$ cat config.mk
export PLATFORM = sky130hd
export DESIGN_NAME = pmsc_top
export DESIGN_NICKNAME = d
export VERILOG_FILES = /design/src/pkg/pmsc_pkg.sv /design/src/verilog/pmsc_top.sv
export VERILOG_INCLUDE_DIRS = /design/src /design/src/pkg
export SDC_FILE = /design/constraint.sdc
export NUM_CORES = 1
export LEC_CHECK = 0
export BUFFER_PORTS_ARGS = -buffer_cell sky130_fd_sc_hd__buf_2
export CAP_MARGIN = 10
export CORE_ASPECT_RATIO = 1.5
export CORE_MARGIN = 2
export CORE_UTILIZATION = 47
export DETAILED_ROUTE_END_ITERATION = 8
export PLACE_DENSITY = 0.88
export SLEW_MARGIN = 20
export SYNTH_ARGS = -nofsm -noshare
export SYNTH_HDL_FRONTEND = slang
export SYNTH_SLANG_ARGS = --single-unit
$ cat constraint.sdc
create_clock -name clk -period 2.3 [get_ports clk]
set_input_delay 0.23 -clock clk [delete_from_list [all_inputs] [get_ports clk]]
set_output_delay 0.23 -clock clk [all_outputs]
set_load 0.02 [all_outputs]
$ cat src/pkg/pmsc_regs.svh
// Register offsets, bit positions and reset values of the power bank.
// Assumes a 32-bit APB with one aligned word per register.
`ifndef PMSC_REGS_SVH
`define PMSC_REGS_SVH
`define PMSC_ADDR_W 12
`define PMSC_OFF_CTRL_ONE 12'h000
`define PMSC_OFF_CTRL_TWO 12'h004
`define PMSC_OFF_OPTS_TWO 12'h008
// Control one fields
`define PMSC_B_UV_FLAG 7
`define PMSC_B_UV_CLEAR 6
`define PMSC_B_UV_IRQ_EN 5
`define PMSC_B_UV_RST_EN 4
`define PMSC_B_UV_STOP_EN 3
`define PMSC_B_UV_LOGIC_EN 2
`define PMSC_B_RSVD_ONE 1
`define PMSC_B_REF_BUF_EN 0
// Control two fields
`define PMSC_B_WARN_FLAG 7
`define PMSC_B_WARN_CLEAR 6
`define PMSC_B_UV_TRIP 5
`define PMSC_B_WARN_TRIP 4
`define PMSC_B_DS_FLAG 3
`define PMSC_B_DS_CLEAR 2
`define PMSC_B_DS_SELECT 0
// Options two fields
`define PMSC_B_WDOG_CLK 7
`define PMSC_B_TMR_ROUTE 3
// Reset values
`define PMSC_RST_CTRL_ONE 8'h00
`define PMSC_RST_CTRL_TWO 8'h00
`define PMSC_RST_OPTS_TWO 8'h00
`endif

$ cat src/pkg/pmsc_pkg.sv
// Types of the power management register bank.
// Assumes pmsc_regs.svh for all numeric constants.
package pmsc_pkg;
  typedef struct packed {
    logic uv_ev;
    logic warn;
    logic [2:0] tclk;
  } pmsc_pins_t;

  typedef struct packed {
    pmsc_pins_t s1;
    pmsc_pins_t s2;
    logic uv_flag;
    logic uv_irq_en;
    logic uv_rst_en;
    logic uv_stop_en;
    logic uv_logic_en;
    logic ref_buf_en;
    logic warn_flag;
    logic uv_trip;
    logic uv_trip_once;
    logic warn_trip;
    logic ds_flag;
    logic ds_sel;
    logic ds_sel_once;
    logic wdog_clk;
    logic wdog_once;
    logic tmr_route;
    logic irq;
    logic rst_req;
    logic det_active;
    logic [2:0] tmr_clk;
    logic [31:0] rdata;
  } pmsc_state_t;
endpackage : pmsc_pkg

$ cat src/verilog/pmsc_top.sv
// Power management status/control and system options register bank.
// Assumes a synchronous APB master on clk; rst_n is the power-on reset,
// sys_reset_pulse a one-cycle non-power-on reset from same-clock logic.
//
// Register access over APB and the placing of the registers are this design's own decisions.
`include "pmsc_regs.svh"

// Contract
// - Detect flag sets on a detect event only while detection is enabled.
// - Writing one to detect clear clears the flag; clear reads zero.
// - Detect interrupt requested while flag and interrupt enable are set.
// - Set flag with reset enable and detection enabled forces reset.
// - Stop enable decides whether detection runs in stop mode.
// - Logic enable switches detection on and gates stop and reset enables, not interrupt enable.
// - Bit 0 of control one enables the reference buffer.
// - Warning flag is sticky while or since the warning was present.
// - Warning clear clears the flag only if no warning is present.
// - Warning flag also sets after reset if supply is already low.
// - Detect trip select writes once after power-on, kept otherwise.
// - Warning trip select survives all non-power-on resets.
// - Deep stop exit flag sets on leaving partial power down stop.
// - Writing one to deep stop clear clears the flag; reads zero.
// - Deep stop select takes only the first write after reset.
// - Watchdog clock select is write-once; one selects bus clock.
// - Timer routing zero shares the interrupt-pin clock to all timers.
module pmsc_top
  import pmsc_pkg::*;
(
  input wire logic clk,
  input wire logic rst_n,
  input wire logic sys_reset_pulse,
  input wire logic psel,
  input wire logic penable,
  input wire logic pwrite,
  input wire logic [`PMSC_ADDR_W-1:0] paddr,
  input wire logic [31:0] pwdata,
  input wire logic [3:0] pstrb,
  output logic [31:0] prdata,
  output logic pready,
  output logic pslverr,
  input wire logic undervolt_event,
  input wire logic supply_warning_present,
  input wire logic stop_mode_active,
  input wire logic deep_stop_exit_pulse,
  input wire logic shared_timer_ext_clock,
  input wire logic timer_one_ext_clock,
  input wire logic timer_two_ext_clock,
  output logic undervolt_irq,
  output logic undervolt_reset_req,
  output logic undervolt_detect_active,
  output logic undervolt_trip_select,
  output logic warning_trip_select,
  output logic deep_stop_select,
  output logic reference_buffer_enable,
  output logic watchdog_bus_clock_select,
  output logic timer_clock_routing,
  output logic [2:0] timer_ext_clock
);
  pmsc_state_t cur_q;
  pmsc_state_t nxt_d;

  logic acc;
  logic hit_one;
  logic hit_two;
  logic hit_opt;
  logic mapped;
  logic wr;
  logic [7:0] wb;
  logic [7:0] rd_one;
  logic [7:0] rd_two;
  logic [7:0] rd_opt;
  logic [2:0] tclk_pins;
  logic w_opt;
  // Reset images, so each field takes exactly its own bit
  localparam logic [7:0] rst_one = `PMSC_RST_CTRL_ONE;
  localparam logic [7:0] rst_two = `PMSC_RST_CTRL_TWO;
  localparam logic [7:0] rst_opt = `PMSC_RST_OPTS_TWO;

  assign hit_one = paddr == `PMSC_OFF_CTRL_ONE;
  assign hit_two = paddr == `PMSC_OFF_CTRL_TWO;
  assign hit_opt = paddr == `PMSC_OFF_OPTS_TWO;
  assign mapped = hit_one | hit_two | hit_opt;
  assign acc = psel & penable;
  // Only the low lane carries register bits
  assign wr = acc & pwrite & mapped & pstrb[0];
  assign wb = pwdata[7:0];
  // Zero-wait slave; unmapped addresses answer with an error
  assign pready = 1'b1;
  assign pslverr = acc & ~mapped;

  // Clear bits and the reserved bit always read back as zero
  assign rd_one = {cur_q.uv_flag, 1'b0, cur_q.uv_irq_en,
                   cur_q.uv_rst_en, cur_q.uv_stop_en,
                   cur_q.uv_logic_en, 1'b0, cur_q.ref_buf_en};
  assign rd_two = {cur_q.warn_flag, 1'b0, cur_q.uv_trip,
                   cur_q.warn_trip, cur_q.ds_flag, 1'b0,
                   1'b0, cur_q.ds_sel};
  assign rd_opt = {cur_q.wdog_clk, 3'h0, cur_q.tmr_route, 3'h0};
  // Bit order follows the timers: first, second, then the shared pin third
  assign tclk_pins = {shared_timer_ext_clock, timer_two_ext_clock,
                      timer_one_ext_clock};

  always_comb
  begin
    logic det_run;
    logic w1;
    logic w2;
    logic wo;
    det_run = 1'b0;
    w1 = wr & hit_one;
    w2 = wr & hit_two;
    wo = wr & hit_opt;
    nxt_d = cur_q;
    // Event, warning and timer clock pins cross two flops; stop mode and deep stop exit are read directly
    nxt_d.s1 = '{uv_ev: undervolt_event, warn: supply_warning_present,
                 tclk: tclk_pins};
    nxt_d.s2 = cur_q.s1;

    // Detection runs when enabled, and in stop only if allowed
    det_run = cur_q.uv_logic_en &
              (~stop_mode_active | cur_q.uv_stop_en);

    if (w1)
    begin
      nxt_d.uv_irq_en = wb[`PMSC_B_UV_IRQ_EN];
      nxt_d.uv_rst_en = wb[`PMSC_B_UV_RST_EN];
      nxt_d.uv_stop_en = wb[`PMSC_B_UV_STOP_EN];
      nxt_d.uv_logic_en = wb[`PMSC_B_UV_LOGIC_EN];
      nxt_d.ref_buf_en = wb[`PMSC_B_REF_BUF_EN];
      if (wb[`PMSC_B_UV_CLEAR])
        nxt_d.uv_flag = 1'b0;
    end
    // Set wins over a clear in the same cycle
    if (cur_q.s2.uv_ev & det_run)
      nxt_d.uv_flag = 1'b1;

    if (w2)
    begin
      nxt_d.warn_trip = wb[`PMSC_B_WARN_TRIP];
      if (!cur_q.uv_trip_once)
      begin
        nxt_d.uv_trip = wb[`PMSC_B_UV_TRIP];
        nxt_d.uv_trip_once = 1'b1;
      end
      if (!cur_q.ds_sel_once)
      begin
        nxt_d.ds_sel = wb[`PMSC_B_DS_SELECT];
        nxt_d.ds_sel_once = 1'b1;
      end
      if (wb[`PMSC_B_WARN_CLEAR])
        nxt_d.warn_flag = 1'b0;
      if (wb[`PMSC_B_DS_CLEAR])
        nxt_d.ds_flag = 1'b0;
    end
    // A present warning keeps the flag set, also right after reset
    if (cur_q.s2.warn)
      nxt_d.warn_flag = 1'b1;
    if (deep_stop_exit_pulse)
      nxt_d.ds_flag = 1'b1;

    if (wo)
    begin
      nxt_d.tmr_route = wb[`PMSC_B_TMR_ROUTE];
      if (!cur_q.wdog_once)
      begin
        nxt_d.wdog_clk = wb[`PMSC_B_WDOG_CLK];
        nxt_d.wdog_once = 1'b1;
      end
    end

    nxt_d.irq = cur_q.uv_flag & cur_q.uv_irq_en;
    nxt_d.rst_req = cur_q.uv_flag & cur_q.uv_rst_en &
                    cur_q.uv_logic_en;
    nxt_d.det_active = det_run;
    // Routing zero hands the shared pin clock to every timer
    nxt_d.tmr_clk = cur_q.tmr_route ? cur_q.s2.tclk
                                    : {3{cur_q.s2.tclk[2]}};

    // Read data is captured in the setup cycle for the access phase
    if (psel & ~penable)
      nxt_d.rdata = {24'h000000, hit_one ? rd_one
                                  : hit_two ? rd_two
                                  : hit_opt ? rd_opt : 8'h00};

    // Non-power-on reset: trip selects and the trip write-once lock stay
    if (sys_reset_pulse)
    begin
      nxt_d.uv_flag = 1'b0;
      nxt_d.uv_irq_en = rst_one[`PMSC_B_UV_IRQ_EN];
      nxt_d.uv_rst_en = rst_one[`PMSC_B_UV_RST_EN];
      nxt_d.uv_stop_en = rst_one[`PMSC_B_UV_STOP_EN];
      nxt_d.uv_logic_en = rst_one[`PMSC_B_UV_LOGIC_EN];
      nxt_d.ref_buf_en = rst_one[`PMSC_B_REF_BUF_EN];
      nxt_d.warn_flag = 1'b0;
      nxt_d.ds_flag = 1'b0;
      nxt_d.ds_sel = rst_two[`PMSC_B_DS_SELECT];
      nxt_d.ds_sel_once = 1'b0;
      nxt_d.wdog_clk = rst_opt[`PMSC_B_WDOG_CLK];
      nxt_d.wdog_once = 1'b0;
      nxt_d.tmr_route = rst_opt[`PMSC_B_TMR_ROUTE];
      nxt_d.irq = 1'b0;
      nxt_d.rst_req = 1'b0;
    end
  end

  always_ff @(posedge clk or negedge rst_n)
  begin
    if (!rst_n)
      cur_q <= '0;
    else
      cur_q <= nxt_d;
  end

  assign prdata = cur_q.rdata;
  assign undervolt_irq = cur_q.irq;
  assign undervolt_reset_req = cur_q.rst_req;
  assign undervolt_detect_active = cur_q.det_active;
  assign undervolt_trip_select = cur_q.uv_trip;
  assign warning_trip_select = cur_q.warn_trip;
  assign deep_stop_select = cur_q.ds_sel;
  assign reference_buffer_enable = cur_q.ref_buf_en;
  assign watchdog_bus_clock_select = cur_q.wdog_clk;
  assign timer_clock_routing = cur_q.tmr_route;
  assign timer_ext_clock = cur_q.tmr_clk;

  logic w_one;
  logic w_two;
  assign w_one = wr & hit_one;
  assign w_two = wr & hit_two;
  assign w_opt = wr & hit_opt;
endmodule : pmsc_top

==> flow_metrics.env, run 1 <==
export IMPL_power_leakage_nw=1.05
export IMPL_synth_compound_area_frac=0.0676
export IMPL_critPathCaptureType="primary output"
export IMPL_vias=1203
export IMPL_rsz0062_at_grt="false"
export IMPL_drc_errors=0
export IMPL_grt_max_degree=39
export IMPL_port_buffers=51
export IMPL_firstDrtPassIters=4
export IMPL_min_period_ns=1.62
export IMPL_drive_gt1_frac=0.338
export IMPL_clock_latency_ns=0.29
export IMPL_synth_area_sq_um=1830
export IMPL_ys_types=36
export IMPL_worst_clock_skew_ns=0.00407
export IMPL_status="complete, no violations"
export IMPL_cts_tree="done"
export IMPL_root_buffer="clkbuf_8"
export IMPL_synthSimpleGateAreaFrac=0.162
export IMPL_intPower_uw=955
export IMPL_synthArstFlopShare=1.00
export IMPL_hold_viol=0
export IMPL_die_area_sq_um=4430
export IMPL_die_x_microns=55.0
export IMPL_grt_usage=0.157
export IMPL_grt_pass1_wl_mm=4.78
export IMPL_grt_pass1_vias=1094
export IMPL_vdd_ir_drop_max_mv=0.505
export IMPL_path_clk_slew_ns=0.07
export IMPL_cts_repair_resized=0
export IMPL_fin_nets=267
export IMPL_p_switching_uw=318
export IMPL_fin_setup_tns_ns=0
export IMPL_antenna_found_initial=0
export IMPL_path_max_fanout=5
export IMPL_finalSetupViolCount=0
export IMPL_wl_per_cell_microns=12.4
export IMPL_seqPwrFrac=0.539
export IMPL_ant_nets=0
export IMPL_synth_cells=163
export IMPL_worst_pin_slew_ns=0.808
export IMPL_total_power_mw=1.27
export IMPL_synth_xor_area_frac=0
export IMPL_ff2ff_path_depth=3
export IMPL_diodes=0
export IMPL_relSlewSlack=0.462
export IMPL_powerDensity_nw_per_um2=626
export IMPL_multiInputGateArea_sq_um=654
export IMPL_met3_usage=0.0335
export IMPL_grt_use_met2=0.252
export IMPL_synthAdderAreaFrac=0
export IMPL_worst_r2r_setup_slack_ns=1.29
export IMPL_report_final_slew_viol_count=0
export IMPL_yosysWarnings=0
export IMPL_startpoint_type="input port"
export IMPL_synthTopCellsByArea="dfrtp_1 52%, buf_4 15%, mux2i_1 6.0%"
export IMPL_ff_latch_area_sq_um=951
export IMPL_fmax_mhz=618
export IMPL_p_sw_frac=0.250
export IMPL_dp_final_hpwl_mm=2.33
export IMPL_synth_mux_area_frac=0.0724
export IMPL_ctsHoldBuffers=0
export IMPL_syn_avg_cell_area_sq_um=11.2
export IMPL_yosys_area_top_type="dfrtp_1"
export IMPL_initial_core_util=0.493
export IMPL_first_iter_violations=16
export IMPL_postCtsSetupBuffers=0
export IMPL_gr_max_usage_layer="met2"
export IMPL_combPwrFrac=0.094
export IMPL_crit_type="input port to primary output"
export IMPL_synth_top_family_by_area="buffers and inverters"
export IMPL_grt_use_met1=0.176
export IMPL_htreeDepth=2
export IMPL_drv_cap=0
export IMPL_cts_max_path_buffers=2
export IMPL_clock_sinks=38
export IMPL_synthFlopType="dfrtp_1"
export IMPL_cp_arrival_ns=1.39
export IMPL_p_clk_frac=0.367
export IMPL_cp_required_ns=2.07
export IMPL_ios=107
export IMPL_gp_congestion=0.760
export IMPL_fp_row_count=27
export IMPL_wirelength_mm=3.10
export IMPL_synth_edf_count=0
export IMPL_coreArea_sq_um=3720
export IMPL_fill_cells=345
export IMPL_yosys_register_bits=38
export IMPL_worstHoldPathType="input port to asynchronous set/reset pin"
export IMPL_yosysSeqAreaShare=0.519
export IMPL_netlist_area_leader_share=0.519
export IMPL_grt_overflow_total=0
export IMPL_syn_to_final_growth_pct=10.9
export IMPL_cts_made_buffers=5
export IMPL_routed_via_density=4.81
export IMPL_fin_crit_sh=0.703
export IMPL_die_h_microns=80.5
layout make-up:
type / instances / share of cell area
clock buffer: 7 / 0.0425
multi-input combinational: 104 / 0.322
timing repair buffer: 52 / 0.129
tap: 43 / 0.0265
sequential: 38 / 0.468
inverter: 5 / 0.00924
clock inverter: 1 / 0.00246
critical path, stage by stage:
cell and delay [ns]:
buf_2 0.11, nor4_4 0.35, nand3_2 0.17, a21o_2 0.21, and3_1 0.16, buf_2 0.15
through the flow:
| stage | hold WS [ns] | area (sq um) | setup slack [ns] | cells | util |
|---|---|---|---|---|---|
| 2_1_floorplan | -0.0656 | 1930 | 0.853 | 188 | - |
| 3_3_place_gp | 0.332 | 1940 | 0.663 | 242 | 0.522 |
| 3_5_place_dp | 0.335 | 1940 | 0.677 | 242 | 0.522 |
| 4_1_cts | 0.0311 | 2030 | 0.675 | 250 | 0.547 |
| 5_1_grt | 0.0266 | 2030 | 0.605 | 250 | 0.547 |
| 6_report | 0.0234 | 2030 | 0.682 | 250 | 0.547 |
cell families (layout without fill, tap and decap cells):
logic type	Yosys count	in the layout
buffers and inverters	46	65
AO/OA/AOI/OAI	18	18
flip-flops	38	38
other	2	27
multiplexers	13	13
AND/OR/NAND/NOR	46	46
placed cells by master, fill, tap and decap left out, types with 2 or more instances in the layout:
master	netlist	layout
buf_2	2	51
dfrtp_1	38	38
conb_1	2	27
nand2_1	11	11
mux2i_1	11	11
nor2_1	10	10
clkbuf_8	0	6
inv_1	5	5
nand2b_1	4	4
o41ai_1	4	4
o21ai_1	4	4
nor3_1	3	3
a21oi_1	3	3
nor4_4	2	2
a31o_2	2	2
nand4_1	2	2
nor3b_1	2	2
nor2b_1	2	2
o21ai_0	2	2
synth_stat cells, types with 2 or more instances:
library cell,number
o21ai_1,4
a31o_2,2
conb_1,2
buf_2,2
nand4_1,2
inv_1,5
o21ai_0,2
mux2i_1,11
nand2_1,11
nor2b_1,2
buf_4,37
nor3_1,3
nor2_1,10
dfrtp_1,38
nor3b_1,2
a21oi_1,3
nor4_4,2
nand2b_1,4
o41ai_1,4
sequential cells by signal, summed over array words and instances (netlist names):
name and flops:
undervolt_reset_req 1, timer_clock_routing 1, timer_ext_clock 3, cur_q 20, deep_stop_select 1, warning_trip_select 1
undervolt_detect_active 1, prdata 6, watchdog_bus_clock_select 1, undervolt_trip_select 1, reference_buffer_enable 1, undervolt_irq 1
worst paths after layout:
| path | from | to |
|---|---|---|
| max in group asynchronous | rst_n | cur_q[60] |
| setup / recovery | paddr[9] | pslverr |
| hold reg to reg | cur_q[63] | cur_q[58] |
| setup reg to reg | timer_clock_routing | prdata[3] |
| min in group clk | shared_timer_ext_clock | cur_q[61] |
| hold / removal | rst_n | undervolt_irq |
layer usage:
layer	share of wire	vias to the layer above
met2	0.51	55
met3	0.071	7
li1	-	576
met1	0.39	565
met5	0	-
met4	0.031	0
power by group through the flow:
stage	combinational (mW)	clock, mW	sequential, mW
detailed placement	0.121	0	0.699
global route	0.134	0.503	0.688
CTS	0.121	0.483	0.686
floorplan	0.107	0	0.698
global placement	0.118	0	0.699
finish	0.120	0.467	0.686
No activity file was read; power rests on OpenSTA's default activity.
==> inputs of run 2 (changes only) <==
- CORE_UTILIZATION: 47 -> 43
- PLACE_DENSITY: 0.88 -> 0.82
- clock period: 2.3 -> 1.6 ns (I/O delays scaled with it)
==> flow_metrics.env, run 2 (synthesis results as in run 1) <==
export IMPL_final_common_cell="buf_2"
export IMPL_cp_arrival_ns=1.33
export IMPL_worstHoldPathType="input port to register"
export IMPL_clock_sinks=38
export IMPL_vdd_ir_drop_max_mv=0.554
export IMPL_grt_max_degree=39
export IMPL_coreArea_sq_um=4170
export IMPL_die_x_microns=57.3
export IMPL_fin_crit_sh=0.933
export IMPL_crit_type="input port to primary output"
export IMPL_report_final_slew_viol_count=0
export IMPL_firstDrtPassIters=4
export IMPL_drive_gt1_frac=0.336
export IMPL_finalSetupViolCount=0
export IMPL_root_buffer="clkbuf_8"
export IMPL_port_buffers=51
export IMPL_htreeDepth=2
export IMPL_cpPeakStageDelay_ns=0.36
export IMPL_ff_latch_area_sq_um=951
export IMPL_fmax_mhz=670
export IMPL_gp_congestion=0.728
export IMPL_regMostFlops="cur_q"
export IMPL_cts_tree="done"
export IMPL_path_max_fanout=5
export IMPL_min_period_ns=1.49
export IMPL_hold_viol=0
export IMPL_fin_cells=260
export IMPL_post_route_cell_area_sq_um=2110
export IMPL_cts_repair_resized=0
export IMPL_ant_nets=0
export IMPL_wl_per_cell_microns=12.4
export IMPL_whs_ns=0.102
export IMPL_cp_required_ns=1.44
export IMPL_die_area_sq_um=4810
export IMPL_first_iter_violations=27
export IMPL_drv_cap=0
export IMPL_critPathCaptureType="primary output"
export IMPL_dp_final_hpwl_mm=2.43
export IMPL_cpMostUsedCell="buf_2"
export IMPL_ios=107
export IMPL_powerDensity_nw_per_um2=851
export IMPL_fin_setup_tns_ns=0
export IMPL_grt_usage=0.153
export IMPL_clock_latency_ns=0.28
export IMPL_largest_register_ffs=20
export IMPL_multiInputGateArea_sq_um=654
export IMPL_final_cell_mix="51 x buf_2, 38 x dfrtp_1, 27 x conb_1, 11 x nand2_1, 11 x mux2i_1"
export IMPL_vias=1219
export IMPL_routed_via_density=4.69
export IMPL_drc_errors=0
export IMPL_die_h_microns=84.0
export IMPL_fin_nets=276
export IMPL_cts_made_buffers=5
export IMPL_fp_row_count=29
export IMPL_total_power_mw=1.80
export IMPL_power_leakage_nw=1.09
export IMPL_antenna_found_initial=0
export IMPL_startpoint_type="input port"
export IMPL_syn_to_final_growth_pct=15.1
export IMPL_cts_max_path_buffers=2
export IMPL_grt_overflow_total=0
export IMPL_path_clk_slew_ns=0.06
export IMPL_rsz0062_at_grt="false"
export IMPL_cp_cell_sequence="buf_2 > nor4_4 > nand3_2 > a21o_2 > and3_1 > buf_2"
export IMPL_placed_area_sq_um=1960
export IMPL_dp_cells=247
export IMPL_status="complete, no violations"
export IMPL_grt_pass1_wl_mm=5.62
export IMPL_diodes=0
export IMPL_slowest_stage="nor4_4"
export IMPL_fill_cells=376
export IMPL_initial_core_util=0.439
export IMPL_wirelength_mm=3.23
export IMPL_grt_pass1_vias=1238
export IMPL_worst_clock_skew_ns=0.00102
## run 2: changes by cell type in the layout (fill, tap and decap cells not counted), sizes merged
cell,before,now
dlygate4sd3,0,6
buf,52,55
clkbuf,7,6
clkinv,1,0
## run 2: report_power, final
part	internal, mW	total (mW)	switching [mW]
clock network	0.331	0.621	0.289
logic	0.0585	0.188	0.129
registers	0.981	0.988	0.00683
total	1.37	1.80	0.425
## run 2: worst paths after layout
kind	start	end	slack [ns]	depth (start not counted)
setup / recovery	paddr[4]	pslverr	0.11	6
hold / removal	stop_mode_active	undervolt_detect_active	0.10	2
setup reg to reg	timer_clock_routing	prdata[3]	0.59	3
hold reg to reg	cur_q[63]	cur_q[58]	0.35	0
max in group asynchronous	rst_n	cur_q[55]	0.81	3
min in group asynchronous	rst_n	prdata[0]	0.46	3
## run 2: metal layers
layer  vias to the layer above  part of all wire  track usage
met5                         -                 0            0
met4                         0             0.028       0.0888
met3                         6             0.067       0.0357
met2                        49              0.54        0.259
met1                       577              0.37        0.170
li1                        587                 -            -
## run 2: layout make-up
| cell class | instances | share of cell area |
|---|---|---|
| repair buffers | 61 | 0.164 |
| inverters | 5 | 0.00890 |
| well taps | 46 | 0.0273 |
| multi-input cells | 104 | 0.310 |
| clock buffers | 6 | 0.0391 |
| flip-flops and latches | 38 | 0.451 |
## run 2: repair_timing
item	in CTS	in global routing
setup endpoints to repair	0	1
setup buffers	0	1
endpoints found under the hold margin	43	0
hold buffers	6	0
## run 2: per-stage QoR
stage	utilization	setup WS (ns)
after floorplan	-	0.223
after global placement	0.470	0.0987
after detailed placement	0.470	0.0805
after CTS	0.504	0.0730
after global routing	0.506	0.0105
final	0.506	0.107
## run 2: worst max-delay path, delay by kind of cell
family	cells	cell delay (ns)
compound gates	1	0.21
buf+inv	2	0.26
simple gates	3	0.70
